`config.mk`:
```
export PLATFORM = sky130hd
export DESIGN_NAME = rstc_top
export DESIGN_NICKNAME = d
export VERILOG_FILES = /design/src/verilog/rstc_pkg.sv /design/src/verilog/rstc_top.sv /design/src/verilog/rstc_trim.sv
export SDC_FILE = /design/constraint.sdc
export NUM_CORES = 1
export LEC_CHECK = 0
export BUFFER_PORTS_ARGS = -buffer_cell sky130_fd_sc_hd__buf_2
export CELL_PAD_IN_SITES_DETAIL_PLACEMENT = 1
export CELL_PAD_IN_SITES_GLOBAL_PLACEMENT = 1
export CORE_UTILIZATION = 35
export DETAILED_ROUTE_END_ITERATION = 16
export PLACE_DENSITY_LB_ADDON = 0.1
export SLEW_MARGIN = 40
export SYNTH_ARGS = -nofsm -noshare
export SYNTH_HDL_FRONTEND = slang
export SYNTH_SLANG_ARGS = --single-unit
```
`constraint.sdc`:
```
create_clock -name ref_clk_i -period 1.75 [get_ports ref_clk_i]
set_input_delay 0.0875 -clock ref_clk_i [delete_from_list [all_inputs] [get_ports ref_clk_i]]
set_output_delay 0.0875 -clock ref_clk_i [all_outputs]
set_load 0.01 [all_outputs]
```
`src/verilog/rstc_pkg.sv`:
```
// Package of register map, field positions, reset values and timing counts
package rstc_pkg;

  // Register addresses on the serial register port
  localparam logic [7:0] ADDR_CONTROL     = 8'h1B;
  localparam logic [7:0] ADDR_INT_STATUS  = 8'h1C;
  localparam logic [7:0] ADDR_VALIDITY    = 8'h1D;
  localparam logic [7:0] ADDR_OSC_BACKUP  = 8'h1E;
  localparam logic [7:0] ADDR_CAL_ENABLE  = 8'h1F;
  localparam logic [7:0] ADDR_CAL_AMOUNT  = 8'h20;
  localparam logic [7:0] ADDR_SLOW_CLOCK_OUTPUT_MASK_MASK = 8'h21;

  // Reset values
  localparam logic [7:0] RST_CONTROL     = 8'h02;
  localparam logic [7:0] RST_INT_STATUS  = 8'h00;
  localparam logic [7:0] RST_VALIDITY    = 8'h00;
  localparam logic [7:0] RST_OSC_BACKUP  = 8'h05;
  localparam logic [7:0] RST_CAL_ENABLE  = 8'h00;
  localparam logic [7:0] RST_CAL_AMOUNT  = 8'h00;
  localparam logic [7:0] RST_SLOW_CLOCK_OUTPUT_MASK_MASK = 8'h00;

  // Control register fields
  localparam int unsigned CTRL_HOUR24_BIT = 1;
  localparam int unsigned CTRL_BINARY_BIT = 2;
  localparam int unsigned CTRL_UIE_BIT    = 4;
  localparam int unsigned CTRL_AIE_BIT    = 5;
  localparam int unsigned CTRL_SET_BIT    = 7;
  localparam logic [7:0]  CTRL_WMASK      = 8'hB6;

  // Interrupt status fields
  localparam int unsigned INT_UF_BIT   = 4;
  localparam int unsigned INT_AF_BIT   = 5;
  localparam int unsigned INT_INTERRUPT_REQUEST_FLAG_BIT = 7;

  // Validity field
  localparam int unsigned VALID_BIT = 7;

  // Oscillator and backup status fields
  localparam int unsigned OSC_SRC_BIT   = 0;
  localparam int unsigned BKLOW_BIT     = 1;
  localparam int unsigned POR_BIT       = 2;
  localparam int unsigned SCRATCH_LSB   = 3;
  localparam int unsigned SCRATCH_WIDTH = 5;

  // Calibration fields
  localparam int unsigned CAL_EN_BIT    = 0;
  localparam int unsigned CAL_MAG_WIDTH = 6;
  localparam int unsigned CAL_SIGN_BIT  = 6;
  localparam logic [7:0]  CAL_AMT_WMASK = 8'h7F;

  // Clock output mask field
  localparam int unsigned SLOW_CLOCK_OUTPUT_MASK_MASK_BIT = 0;

  // Timing: one update cycle per second
  localparam int unsigned CLK_PERIOD_NS   = 50;
  localparam int unsigned SECOND_NS       = 1000000000;
  localparam int unsigned SECOND_CYCLES   = SECOND_NS / CLK_PERIOD_NS;
  localparam int unsigned PRESCALE_WIDTH  = 25;
  localparam int unsigned TRIM_WINDOW_SEC = 64;
  localparam int unsigned WINDOW_WIDTH    = 6;

endpackage

```
`src/verilog/rstc_top.sv`:
```
// Clock status flags, validity, calibration and clock output mask registers
`timescale 1ns/1ps
// How it works
// - Update-ended flag set after each update
// - Alarm flag set on alarm match
// - Request flag is enabled alarm or update
// - Time-valid reads zero after time reset
// - Only reading validity register sets time-valid
// - Bit0 shows crystal or RC source
// - Backup-low flag set on low coin cell
// - Reset flag shows power-on reset occurred
// - Five scratch bits, cleared by reset
// - Trim only while calibration enabled
// - Magnitude seconds adjusted per 64 seconds
// - Sign zero adds, one subtracts
// - Clock output driven unless mask set, and off in reset until the first clock
// - Update enable gates update-ended request
// - Alarm enable gates alarm request
// - One update per second outside set mode
module rstc_top #(
  parameter int unsigned SECOND_CYCLES_P = rstc_pkg::SECOND_CYCLES
) (
  input  wire logic       ref_clk_i,
  input  wire logic       reset_i,
  input  wire logic [7:0] reg_addr_i,
  input  wire logic       reg_wr_i,
  input  wire logic       reg_rd_i,
  input  wire logic [7:0] reg_wdata_i,
  input  wire logic       alarm_match_i,
  input  wire logic       time_regs_reset_i,
  input  wire logic       coin_cell_low_i,
  input  wire logic       osc_rc_active_i,
  output logic [7:0]      reg_rdata_o,
  output logic            interrupt_request_o,
  output logic            time_advance_o,
  output logic            time_advance_double_o,
  output logic            set_mode_o,
  output logic            hour_24_mode_o,
  output logic            binary_mode_o,
  output logic            time_valid_o,
  output logic            slow_clk_out_en_o
);
  import rstc_pkg::*;

  // Register file
  logic [7:0]               control_ff;
  logic [7:0]               nxt_control;
  logic                     update_ended_flag_ff;
  logic                     nxt_update_ended_flag;
  logic                     alarm_flag_ff;
  logic                     nxt_alarm_flag;
  logic                     time_valid_bit_ff;
  logic                     nxt_time_valid_bit;
  logic                     backup_cell_low_flag_ff;
  logic                     nxt_backup_cell_low_flag;
  logic                     por_flag_ff;
  logic                     nxt_por_flag;
  logic [SCRATCH_WIDTH-1:0] scratch_ff;
  logic [SCRATCH_WIDTH-1:0] nxt_scratch;
  logic                     cal_enable_ff;
  logic                     nxt_cal_enable;
  logic [7:0]               cal_amount_ff;
  logic [7:0]               nxt_cal_amount;
  logic                     clk_mask_ff;
  logic                     nxt_clk_mask;
  logic [7:0]               rdata_ff;
  logic [7:0]               nxt_rdata;
  logic                     clk_en_ff;
  logic                     nxt_clk_en;

  // Pin synchronisers and edge memory
  logic [1:0]               sync_meta_ff;
  logic [1:0]               sync_ff;
  logic                     coin_low_prev_ff;
  logic                     alarm_prev_ff;

  logic                     wr_control;
  logic                     wr_osc_backup;
  logic                     wr_cal_enable;
  logic                     wr_cal_amount;
  logic                     wr_clk_mask;
  logic                     rd_int_status;
  logic                     rd_validity;
  logic                     coin_low_sync;
  logic                     osc_rc_sync;
  logic                     coin_low_rise;
  logic                     alarm_rise;
  logic                     update_done;
  logic                     update_ended_flag;
  logic                     alarm_flag;
  logic                     update_interrupt_enable;
  logic                     alarm_interrupt_enable;
  logic                     interrupt_request_flag;
  logic                     oscillator_source_status;
  logic [7:0]               int_status_word;
  logic [7:0]               validity_word;
  logic [7:0]               osc_backup_word;
  logic                     adv_pulse;
  logic                     adv_double;

  // Address decode; writes to read-only addresses fall on no register
  always_comb begin
    wr_control    = reg_wr_i && (reg_addr_i == ADDR_CONTROL);
    wr_osc_backup = reg_wr_i && (reg_addr_i == ADDR_OSC_BACKUP);
    wr_cal_enable = reg_wr_i && (reg_addr_i == ADDR_CAL_ENABLE);
    wr_cal_amount = reg_wr_i && (reg_addr_i == ADDR_CAL_AMOUNT);
    wr_clk_mask   = reg_wr_i && (reg_addr_i == ADDR_SLOW_CLOCK_OUTPUT_MASK_MASK);
    rd_int_status = reg_rd_i && (reg_addr_i == ADDR_INT_STATUS);
    rd_validity   = reg_rd_i && (reg_addr_i == ADDR_VALIDITY);
  end

  // Two-stage synchronisers for the comparator and oscillator-select pins
  always_ff @(posedge ref_clk_i or posedge reset_i) begin
    if (reset_i) begin
      sync_meta_ff <= {1'b1, 1'b0};
      sync_ff      <= {1'b1, 1'b0};
    end else begin
      sync_meta_ff <= {osc_rc_active_i, coin_cell_low_i};
      sync_ff      <= sync_meta_ff;
    end
  end

  assign coin_low_sync = sync_ff[0];
  assign osc_rc_sync   = sync_ff[1];

  always_ff @(posedge ref_clk_i or posedge reset_i) begin
    if (reset_i) begin
      coin_low_prev_ff <= 1'b0;
      alarm_prev_ff    <= 1'b0;
    end else begin
      coin_low_prev_ff <= coin_low_sync;
      alarm_prev_ff    <= alarm_match_i;
    end
  end

  // Edges, so a held condition reports once and a cleared flag can rearm
  assign coin_low_rise = coin_low_sync && !coin_low_prev_ff;
  assign alarm_rise    = alarm_match_i && !alarm_prev_ff;

  rstc_trim #(
    .SECOND_CYCLES_P (SECOND_CYCLES_P)
  ) u_trim (
    .ref_clk_i  (ref_clk_i),
    .reset_i    (reset_i),
    .run_i      (!control_ff[CTRL_SET_BIT]),
    .trim_en_i  (cal_enable_ff),
    .trim_mag_i (cal_amount_ff[CAL_MAG_WIDTH-1:0]),
    .trim_sub_i (cal_amount_ff[CAL_SIGN_BIT]),
    .advance_o  (adv_pulse),
    .double_o   (adv_double)
  );

  assign update_done = adv_pulse;

  // Flag and status terms
  always_comb begin
    update_ended_flag        = update_ended_flag_ff;
    alarm_flag               = alarm_flag_ff;
    update_interrupt_enable  = control_ff[CTRL_UIE_BIT];
    alarm_interrupt_enable   = control_ff[CTRL_AIE_BIT];
    interrupt_request_flag   = (alarm_flag && alarm_interrupt_enable) ||
                               (update_ended_flag && update_interrupt_enable);
    oscillator_source_status = osc_rc_sync;
    int_status_word               = 8'h00;
    int_status_word[INT_UF_BIT]   = update_ended_flag;
    int_status_word[INT_AF_BIT]   = alarm_flag;
    int_status_word[INT_INTERRUPT_REQUEST_FLAG_BIT] = interrupt_request_flag;
    validity_word            = 8'h00;
    validity_word[VALID_BIT] = time_valid_bit_ff;
    osc_backup_word              = 8'h00;
    osc_backup_word[OSC_SRC_BIT] = oscillator_source_status;
    osc_backup_word[BKLOW_BIT]   = backup_cell_low_flag_ff;
    osc_backup_word[POR_BIT]     = por_flag_ff;
    osc_backup_word[SCRATCH_LSB +: SCRATCH_WIDTH] = scratch_ff;
  end

  // Next state of the register file
  always_comb begin
    nxt_control              = control_ff;
    nxt_update_ended_flag    = update_ended_flag_ff;
    nxt_alarm_flag           = alarm_flag_ff;
    nxt_time_valid_bit       = time_valid_bit_ff;
    nxt_backup_cell_low_flag = backup_cell_low_flag_ff;
    nxt_por_flag             = por_flag_ff;
    nxt_scratch              = scratch_ff;
    nxt_cal_enable           = cal_enable_ff;
    nxt_cal_amount           = cal_amount_ff;
    nxt_clk_mask             = clk_mask_ff;

    if (wr_control) begin
      nxt_control = reg_wdata_i & CTRL_WMASK;
    end

    // Read-to-clear first, so a same-cycle event set overrides it
    if (rd_int_status) begin
      nxt_update_ended_flag = 1'b0;
      nxt_alarm_flag        = 1'b0;
    end
    if (update_done) begin
      nxt_update_ended_flag = 1'b1;
    end
    if (alarm_rise) begin
      nxt_alarm_flag = 1'b1;
    end

    // Only the read sets time-valid; a time reset in the same cycle wins
    if (rd_validity) begin
      nxt_time_valid_bit = 1'b1;
    end
    if (time_regs_reset_i) begin
      nxt_time_valid_bit = 1'b0;
    end

    if (wr_osc_backup) begin
      nxt_backup_cell_low_flag = reg_wdata_i[BKLOW_BIT];
      nxt_por_flag             = reg_wdata_i[POR_BIT];
      nxt_scratch              = reg_wdata_i[SCRATCH_LSB +: SCRATCH_WIDTH];
    end
    if (coin_low_rise) begin
      nxt_backup_cell_low_flag = 1'b1;
    end

    if (wr_cal_enable) begin
      nxt_cal_enable = reg_wdata_i[CAL_EN_BIT];
    end
    if (wr_cal_amount) begin
      nxt_cal_amount = reg_wdata_i & CAL_AMT_WMASK;
    end
    if (wr_clk_mask) begin
      nxt_clk_mask = reg_wdata_i[SLOW_CLOCK_OUTPUT_MASK_MASK_BIT];
    end
  end

  // Power-on reset loads the documented defaults; the reset flag starts at 1
  always_ff @(posedge ref_clk_i or posedge reset_i) begin
    if (reset_i) begin
      control_ff              <= RST_CONTROL;
      update_ended_flag_ff    <= RST_INT_STATUS[INT_UF_BIT];
      alarm_flag_ff           <= RST_INT_STATUS[INT_AF_BIT];
      time_valid_bit_ff       <= RST_VALIDITY[VALID_BIT];
      backup_cell_low_flag_ff <= RST_OSC_BACKUP[BKLOW_BIT];
      por_flag_ff             <= RST_OSC_BACKUP[POR_BIT];
      scratch_ff              <= RST_OSC_BACKUP[SCRATCH_LSB +: SCRATCH_WIDTH];
      cal_enable_ff           <= RST_CAL_ENABLE[CAL_EN_BIT];
      cal_amount_ff           <= RST_CAL_AMOUNT;
      clk_mask_ff             <= RST_SLOW_CLOCK_OUTPUT_MASK_MASK[SLOW_CLOCK_OUTPUT_MASK_MASK_BIT];
    end else begin
      control_ff              <= nxt_control;
      update_ended_flag_ff    <= nxt_update_ended_flag;
      alarm_flag_ff           <= nxt_alarm_flag;
      time_valid_bit_ff       <= nxt_time_valid_bit;
      backup_cell_low_flag_ff <= nxt_backup_cell_low_flag;
      por_flag_ff             <= nxt_por_flag;
      scratch_ff              <= nxt_scratch;
      cal_enable_ff           <= nxt_cal_enable;
      cal_amount_ff           <= nxt_cal_amount;
      clk_mask_ff             <= nxt_clk_mask;
    end
  end

  // Read data is captured from the pre-access state, so a clearing read
  // still returns the flags it clears
  always_comb begin
    nxt_rdata = rdata_ff;
    if (reg_rd_i) begin
      case (reg_addr_i)
        ADDR_CONTROL: begin
          nxt_rdata = control_ff;
        end
        ADDR_INT_STATUS: begin
          nxt_rdata = int_status_word;
        end
        ADDR_VALIDITY: begin
          nxt_rdata = validity_word;
        end
        ADDR_OSC_BACKUP: begin
          nxt_rdata = osc_backup_word;
        end
        ADDR_CAL_ENABLE: begin
          nxt_rdata = {7'h00, cal_enable_ff};
        end
        ADDR_CAL_AMOUNT: begin
          nxt_rdata = cal_amount_ff;
        end
        ADDR_SLOW_CLOCK_OUTPUT_MASK_MASK: begin
          nxt_rdata = {7'h00, clk_mask_ff};
        end
        default: begin
          nxt_rdata = 8'h00;
        end
      endcase
    end
  end

  // Mask reaches the output two cycles after the write; it gates an enable,
  // not the oscillator itself, so no glitchy clock gate lives here
  always_comb begin
    nxt_clk_en = !clk_mask_ff;
  end

  always_ff @(posedge ref_clk_i or posedge reset_i) begin
    if (reset_i) begin
      rdata_ff  <= 8'h00;
      clk_en_ff <= 1'b0;
    end else begin
      rdata_ff  <= nxt_rdata;
      clk_en_ff <= nxt_clk_en;
    end
  end

  assign reg_rdata_o           = rdata_ff;
  assign interrupt_request_o   = interrupt_request_flag;
  assign time_advance_o        = adv_pulse;
  assign time_advance_double_o = adv_double;
  assign set_mode_o            = control_ff[CTRL_SET_BIT];
  assign hour_24_mode_o        = control_ff[CTRL_HOUR24_BIT];
  assign binary_mode_o         = control_ff[CTRL_BINARY_BIT];
  assign time_valid_o          = time_valid_bit_ff;
  assign slow_clk_out_en_o     = clk_en_ff;

endmodule

```
`src/verilog/rstc_trim.sv`:
```
// Seconds prescaler with 64-second trim window
`timescale 1ns/1ps
module rstc_trim #(
  parameter int unsigned SECOND_CYCLES_P = rstc_pkg::SECOND_CYCLES
) (
  input  wire logic                              ref_clk_i,
  input  wire logic                              reset_i,
  input  wire logic                              run_i,
  input  wire logic                              trim_en_i,
  input  wire logic [rstc_pkg::CAL_MAG_WIDTH-1:0] trim_mag_i,
  input  wire logic                              trim_sub_i,
  output logic                                   advance_o,
  output logic                                   double_o
);
  import rstc_pkg::*;

  logic [PRESCALE_WIDTH-1:0] presc_ff;
  logic [PRESCALE_WIDTH-1:0] nxt_presc;
  logic [WINDOW_WIDTH-1:0]   win_ff;
  logic [WINDOW_WIDTH-1:0]   nxt_win;
  logic                      adv_ff;
  logic                      nxt_adv;
  logic                      dbl_ff;
  logic                      nxt_dbl;
  logic                      sec_tick;
  logic                      in_trim;

  localparam logic [PRESCALE_WIDTH-1:0] PRESC_LAST =
    PRESCALE_WIDTH'(SECOND_CYCLES_P - 1);

  always_comb begin
    sec_tick  = run_i && (presc_ff == PRESC_LAST);
    // First trim_mag seconds of each window are the adjusted ones
    in_trim   = trim_en_i && (win_ff < trim_mag_i);
    nxt_presc = presc_ff;
    nxt_win   = win_ff;
    nxt_adv   = 1'b0;
    nxt_dbl   = 1'b0;
    if (!run_i) begin
      // Set mode aborts the second in progress
      nxt_presc = '0;
    end else if (sec_tick) begin
      nxt_presc = '0;
      nxt_win   = win_ff + 1'b1;
      if (in_trim && trim_sub_i) begin
        nxt_adv = 1'b0;
      end else begin
        nxt_adv = 1'b1;
        nxt_dbl = in_trim;
      end
    end else begin
      nxt_presc = presc_ff + 1'b1;
    end
  end

  always_ff @(posedge ref_clk_i or posedge reset_i) begin
    if (reset_i) begin
      presc_ff <= '0;
      win_ff   <= '0;
      adv_ff   <= 1'b0;
      dbl_ff   <= 1'b0;
    end else begin
      presc_ff <= nxt_presc;
      win_ff   <= nxt_win;
      adv_ff   <= nxt_adv;
      dbl_ff   <= nxt_dbl;
    end
  end

  assign advance_o = adv_ff;
  assign double_o  = dbl_ff;

endmodule
```
==> run_results.csv, run 1 <==
group,metric,value,unit
run_status,status,"complete, but fails checks",
run_status,violations,"setup timing",
drt,drt_first_iter_violations,82,
finish,fill_cells,1045,
placement,io_buffers,39,
synthesis,async_flop_share,100,%
grt,grt_first_pass_wirelength,15300,µm
synthesis,ys_top_cells_by_area,"dfrtp_1 49%, mux2_2 5.2%, nor2_1 3.6%",
timing,worstMarginPinSlew,628,ps
floorplan,rows,35,
grt,grt_usage,19.7,%
clock_tree,clkTransAtPathRegs,80,ps
pwr,power,3.79,mW
pwr,vdd_drop_max,614,µV
worst_hold_path,hold_path_end,"control_ff[2]",
timing,drv_slew,0,
clock_tree,cts-root-buf,"clkbuf_8",
pwr,powerDensity,826,mW/mm²
synthesis,synth_top_area_share,49.3,%
finish,syn2layout_area_growth,32.9,%
synthesis,seq_area_frac_synth,52.3,%
timing,finalCritPeriodShare,106,%
drt,viasPerCell,4.97,
floorplan,die_area,0.0103,mm²
critical_path,cp.required,1980,ps
critical_path,path_class,"reg -> reg",
drt,antenna_left,0,
critical_path,rr_worst_depth,6,
placement,pre_cts_slack,-113,ps
synthesis,synth_edf_count,0,
critical_path,reg2reg_to,"u_trim.win_ff[3]",
clock_tree,cts_buffers,9,
floorplan,die_w,101,µm
clock_tree,clockBufferDepth,2,
finish,drive_gt1_share,36.3,%
placement,dp_hpwl,6540,µm
synthesis,yosysUniqueCellTypes,50,
finish,final_nets,445,
clock_tree,numClockSinks,72,
placement,gp_congestion,0.834,
grt,grt_max_degree,73,
drt,vias,2721,
timing,fin_crit,1860,ps
timing,finalHoldViolations,0,
synthesis,synth_area_leader_cell,"dfrtp_1",
timing,clock_skew,9.37,ps
worst_hold_path,hold_path_depth,2,
floorplan,initial_core_util,36.7,%
drt,drt-total-wl,8920,µm
clock_tree,htree_levels,3,
timing,rsz0062_at_grt,"true",
worst_hold_path,hp-class,"in -> reg",
timing,maxSlewHeadroom,57.9,%
drt,wl_per_cell,16.3,µm
synthesis,synth_cells,316,
critical_path,worstSetupStartpointType,"flop",
synthesis,ys_ff_latch,72,
floorplan,pin_count,40,
floorplan,core,0.00942,mm²
drt,drc,0,
synthesis,yosysWarnings,0,
critical_path,cp_max_fo,5,
timing,setup_viol,25,
critical_path,endpoint_kind,"flop",
synthesis,syn_nets,347,
run,maxCapViolations,0,
synthesis,ys.flop_type,"dfrtp_1",
timing,setup_ws,-108,ps
finish,layout_commonest_cell,"dfrtp_1",
finish,antenna_cells,0,
critical_path,rrSetupSlack,-110,ps
grt,grt_pass1_vias,2956,
floorplan,die_y,101,µm
clock_tree,cts_tree,"done",
synthesis,avgSynthCellArea,10.9,µm²
drt,dr.pass1.iters,4,
finish,final_cell_mix,"68 x dfrtp_1, 41 x buf_4, 39 x buf_2",
clock_tree,clkLatencyLatePin,340,ps
timing,fmax,538,MHz
grt,antenna_found_initial,0,
pwr,p_leak,2.17,nW
synthesis,netlist_area,0.00345,mm²
critical_path,rr_startpoint,"u_trim.presc_ff[12]",
grt,grt_overflow_total,0,
critical_path,critPathArrivalTime,2090,ps
worst_hold_path,hp-start,"reg_wdata_i[2]",
==> state kept, by name, summed over array words and instances (netlist names), 2 cells and up <==
register	flops
reg_rdata_o	8
scratch_ff	5
sync_ff	2
u_trim.win_ff	6
sync_meta_ff	2
cal_amount_ff	7
u_trim.presc_ff	25
control_ff	5
==> logic make-up (layout without fill, tap and decap cells) <==
| logic type | Yosys count | in the layout | synth area share [%] |
|---|---|---|---|
| compound gates | 38 | 38 | 7.46 |
| flops | 72 | 72 | 52.3 |
| xor+xnor | 25 | 25 | 6.34 |
| fa+ha+maj | 7 | 7 | 2.54 |
| simple gates | 121 | 121 | 19.9 |
| buf+inv | 30 | 133 | 3.48 |
| mux | 23 | 23 | 7.97 |
==> per-stage QoR <==
step / hold WS (ps) / setup TNS, ps / area [µm²] / cells / util [%]
after global routing: 23.1 / -4030 / 4590 / 548 / 48.7
final: 21.4 / -1330 / 4590 / 548 / 48.7
after detailed placement: 196 / -2470 / 4150 / 522 / 44.0
after global placement: 196 / -552 / 4150 / 522 / 44.0
after floorplan: 92.0 / -537 / 3460 / 316 / -
after CTS: 9.68 / -267 / 4480 / 547 / 47.6
==> final cells by class <==
cell class,instances,area (µm²),area share (%)
well taps,129,161,3.52
clock buffers,11,131,2.86
flip-flops and latches,72,1810,39.4
multi-input cells,214,1660,36.2
clock inverters,5,81.3,1.77
repair buffers,93,656,14.3
inverters,24,93.8,2.04
==> worst max path at each step <==
stage | startpoint | endpoint | slack (ps) | depth (start not counted)
after CTS | u_trim.presc_ff[17] | u_trim.advance_o | -100 | 5
after global routing | u_trim.presc_ff[12] | u_trim.win_ff[3] | -210 | 6
after global placement | reg_addr_i[5] | cal_enable_ff | -90 | 6
after detailed placement | reg_addr_i[5] | cal_enable_ff | -110 | 6
after floorplan | u_trim.presc_ff[19] | u_trim.presc_ff[14] | -50 | 6
final | u_trim.presc_ff[12] | u_trim.win_ff[3] | -110 | 6
==> repair_timing <==
item	4_1_cts	5_1_grt
resized for setup	8	20
pin swaps	4	3
hold endpoints to repair	79	0
hold buffers	9	0
buffers inserted	0	1
setup endpoints to repair	29	30
==> critical path: stages, from the launching register on <==
cell     delay, ps
dfrtp_1        410
nor4_1         330
nand4_1        220
nor3_4         330
buf_6          180
nand4_1        120
xnor2_1        150
==> routing by layer <==
metal | track usage (%) | part of all wire (%) | wire, µm
met5 | 0 | 0 | 0
met2 | 33.3 | 48 | 4320
met4 | 7.02 | 1.7 | 151
met3 | 2.48 | 2.0 | 175
met1 | 26.0 | 48 | 4270
==> synthesized netlist by cell type (all sizes together), types with 3 or more instances <==
cell type / number
nor2: 33
nor4b: 4
a21oi: 7
a22o: 3
nor4: 7
o22ai: 9
nand2: 17
or2: 4
clkbuf: 4
and4: 4
ha: 7
xnor2: 14
dfrtp: 68
a21o: 3
nor3: 13
inv: 24
nand4: 10
nand3: 13
nand2b: 3
or4: 4
xor2: 11
a22oi: 4
dfstp: 4
o21ai: 5
mux2: 21
==> power by group <==
part	leakage, nW	internal (mW)	switching (mW)
clock	0.104	0.804	0.625
combinational	1.11	0.250	0.242
sequential	0.952	1.78	0.0900
total	2.17	2.83	0.956
Power figures use the tool's default switching activity.
==> run 2: changes to the inputs <==
--- a/config.mk
+++ b/config.mk
@@ -14,4 +14,5 @@
 export SLEW_MARGIN = 40
 export SYNTH_ARGS = -nofsm -noshare
 export SYNTH_HDL_FRONTEND = slang
+export SYNTH_HIERARCHICAL = 1
 export SYNTH_SLANG_ARGS = --single-unit
==> constraint.sdc (replaced) <==
create_clock -name ref_clk_i -period 1.78 [get_ports ref_clk_i]
set_input_delay 0.089 -clock ref_clk_i [delete_from_list [all_inputs] [get_ports ref_clk_i]]
set_output_delay 0.089 -clock ref_clk_i [all_outputs]
set_load 0.01 [all_outputs]
==> run 2 against run 1 <==
The run now ends clean. Hold slack got worse by 9.7 ps. Critical path depth did not move. Synthesized area rose by 2.2%. Total power fell by 8.0%. Clock power fell by 21%. Via count fell by 6.2%. Cell count fell by 4.9%. Worst setup slack improved by 240 ps. Die area rose by 2.2%. Clock skew barely moved. Sequential share of layout area rose by 2.2 points. Synthesized cell count fell by 3.5%. Highest routed layer unchanged.
==> run_results.csv, run 2 <==
group,metric,value,unit
critical_path,cp_max_fo,9,
synthesis,synth_area_leader_cell,"dfrtp_1",
timing,setup_total_negative_slack,0,ps
floorplan,die_w,102,µm
placement,placed_cell_area,0.00402,mm²
pwr,vdd_drop_max,456,µV
timing,finalCritPeriodShare,92.4,%
drt,wl_met2,4360,µm
synthesis,netlist_area,0.00353,mm²
run,maxCapViolations,0,
drt,antenna_left,0,
placement,pre_cts_slack,39.1,ps
synthesis,yosysMostFrequentCell,"dfrtp_1",
critical_path,rrSetupSlack,140,ps
drt,drt_first_iter_violations,66,
drt,drt-total-wl,8510,µm
placement,dp_hpwl,6180,µm
drt,drc,0,
floorplan,initial_core_util,36.1,%
grt,grt_overflow_total,0,
pwr,p_leak,2.11,nW
clock_tree,htree_levels,3,
synthesis,yosys-top-cells-count,"68 x dfrtp_1, 26 x nor2_1, 24 x mux2_2, 21 x inv_1",
worst_hold_path,hp-class,"in -> reg",
placement,dp.cells,491,
finish,largest_reg_flops,25,
timing,drv_slew,0,
timing,fin_crit,1640,ps
floorplan,core,0.00977,mm²
critical_path,cp.required,2020,ps
grt,grt_pass1_vias,2842,
synthesis,avgSynthCellArea,11.6,µm²
timing,fmax,608,MHz
finish,syn2layout_area_growth,23.1,%
drt,viasPerCell,4.90,
placement,io_buffers,39,
drt,route.met3.wl,260,µm
drt,highest_layer,"met4",
grt,antenna_found_initial,0,
critical_path,path_class,"reg -> reg",
clock_tree,clockBufferDepth,2,
critical_path,rr_startpoint,"u_trim/presc_ff[22]",
clock_tree,cts_buffers,9,
synthesis,synth_edf_count,0,
grt,grt_first_pass_wirelength,14400,µm
critical_path,endpoint_kind,"flop",
finish,layout_commonest_cell,"dfrtp_1",
synthesis,yosysUniqueCellTypes,54,
floorplan,die_y,102,µm
finish,drive_gt1_share,33.0,%
timing,setup_viol,0,
pwr,power,3.49,mW
synthesis,syn_nets,336,
finish,finalInstanceArea,0.00435,mm²
timing,finalHoldViolations,0,
finish,final_util,44.5,%
synthesis,seq_area_frac_synth,51.2,%
critical_path,rr_worst_depth,6,
drt,met1_length,3680,µm
grt,grt_max_degree,40,
finish,final_cell_mix,"68 x dfrtp_1, 39 x buf_2, 26 x nor2_1",
synthesis,async_flop_share,100,%
finish,stdcell_count,521,
clock_tree,clkLatencyLatePin,350,ps
timing,worstMarginPinSlew,543,ps
floorplan,rows,36,
critical_path,critPathArrivalTime,1890,ps
floorplan,die_area,0.0105,mm²
drt,vias,2553,
timing,setup_ws,135,ps
drt,wl_per_cell,16.3,µm
floorplan,pin_count,40,
synthesis,ys.flop_type,"dfrtp_1",
critical_path,reg2reg_to,"u_trim/presc_ff[19]",
synthesis,ys_top_cells_by_area,"dfrtp_1 48%, mux2_2 7.7%, xor2_1 4.2%",
timing,clock_skew,9.36,ps
grt,grt_usage,18.5,%
clock_tree,cts-root-buf,"clkbuf_8",
clock_tree,cts_tree,"done",
synthesis,synth_top_area_share,48.2,%
finish,final_nets,414,
worst_hold_path,hold_path_depth,3,
clock_tree,numClockSinks,72,
pwr,powerDensity,802,mW/mm²
drt,dr.pass1.iters,4,
synthesis,ys_ff_latch,72,
run_status,status,"completed",
worst_hold_path,hp-start,"reg_wdata_i[1]",
finish,largest_register,"u_trim/presc_ff",
placement,gp_congestion,0.717,
timing,hold_slack,11.7,ps
synthesis,yosysWarnings,6,
clock_tree,clkTransAtPathRegs,80,ps
worst_hold_path,hold_path_end,"backup_cell_low_flag_ff",
timing,maxSlewHeadroom,63.8,%
synthesis,synth_cells,305,
timing,rsz0062_at_grt,"false",
finish,fill_cells,1089,
critical_path,worstSetupStartpointType,"flop",
finish,antenna_cells,0,
-- run 2: changes by cell type in the layout (fill, tap and decap cells not counted), sizes merged, moves of 5 or more --
| cell | delta |
|---|---|
| and3 | +5 |
| buf | -20 |
| nand3 | +6 |
| nor2 | -5 |
| nor3 | -9 |
| xnor2 | -5 |
| xor2 | +6 |
-- run 2: cells by family after synthesis --
family,count (synthesis),synth area share [%]
xor+xnor,26,6.45
fa+ha+maj,7,2.48
buf+inv,29,3.62
simple gates,106,19.7
flops,72,51.2
mux,27,8.51
compound gates,38,8.01
-- run 2: how the worst max path moves through the flow --
stage,startpoint,endpoint,slack (ps)
after floorplan,reg_addr_i[1],cal_amount_ff[0],120
after global placement,u_trim/presc_ff[5],u_trim/presc_ff[17],90
after detailed placement,u_trim/presc_ff[0],u_trim/presc_ff[19],40
after CTS,u_trim/presc_ff[0],u_trim/presc_ff[19],20
after global routing,u_trim/presc_ff[0],u_trim/presc_ff[19],7
final,u_trim/presc_ff[22],u_trim/presc_ff[19],140
-- run 2: report_power, final --
| part | internal (mW) | total (mW) | leakage (nW) | switching (mW) |
|---|---|---|---|---|
| sequential | 1.75 | 1.89 | 0.952 | 0.148 |
| clock | 0.498 | 1.13 | 0.0858 | 0.632 |
| combinational | 0.234 | 0.461 | 1.07 | 0.226 |
| total | 2.48 | 3.49 | 2.11 | 1.01 |
-- run 2: routing by layer --
metal | vias up | track usage, %
met1 | 1268 | 21.8
met3 | 15 | 4.58
met5 | - | 0
li1 | 1233 | -
met4 | 0 | 7.69
met2 | 37 | 32.1
-- run 2: area by class of cell --
cell class / instances / area [µm²] / area share (%)
sequential: 72 / 1810 / 41.6
multi-input combinational: 204 / 1620 / 37.3
timing repair buffer: 75 / 509 / 11.7
tap: 133 / 166 / 3.83
clock buffer: 10 / 128 / 2.94
inverter: 21 / 78.8 / 1.81
clock inverter: 6 / 36.3 / 0.835
-- run 2: critical path, stage by stage (launching register included) --
cell and delay [ps]:
dfrtp_1 440, nor4b_4 320, and4_4 280, nand2_4 100
nand2_1 150, buf_4 180, nor2_1 60
-- run 2: what timing repair did --
item                                    4_1_cts  5_1_grt
setup buffers                                 0        3
hold buffers                                 10        1
endpoints found under the setup margin        0       24
gates resized for setup                       0        6
hold endpoints to repair                     84        2
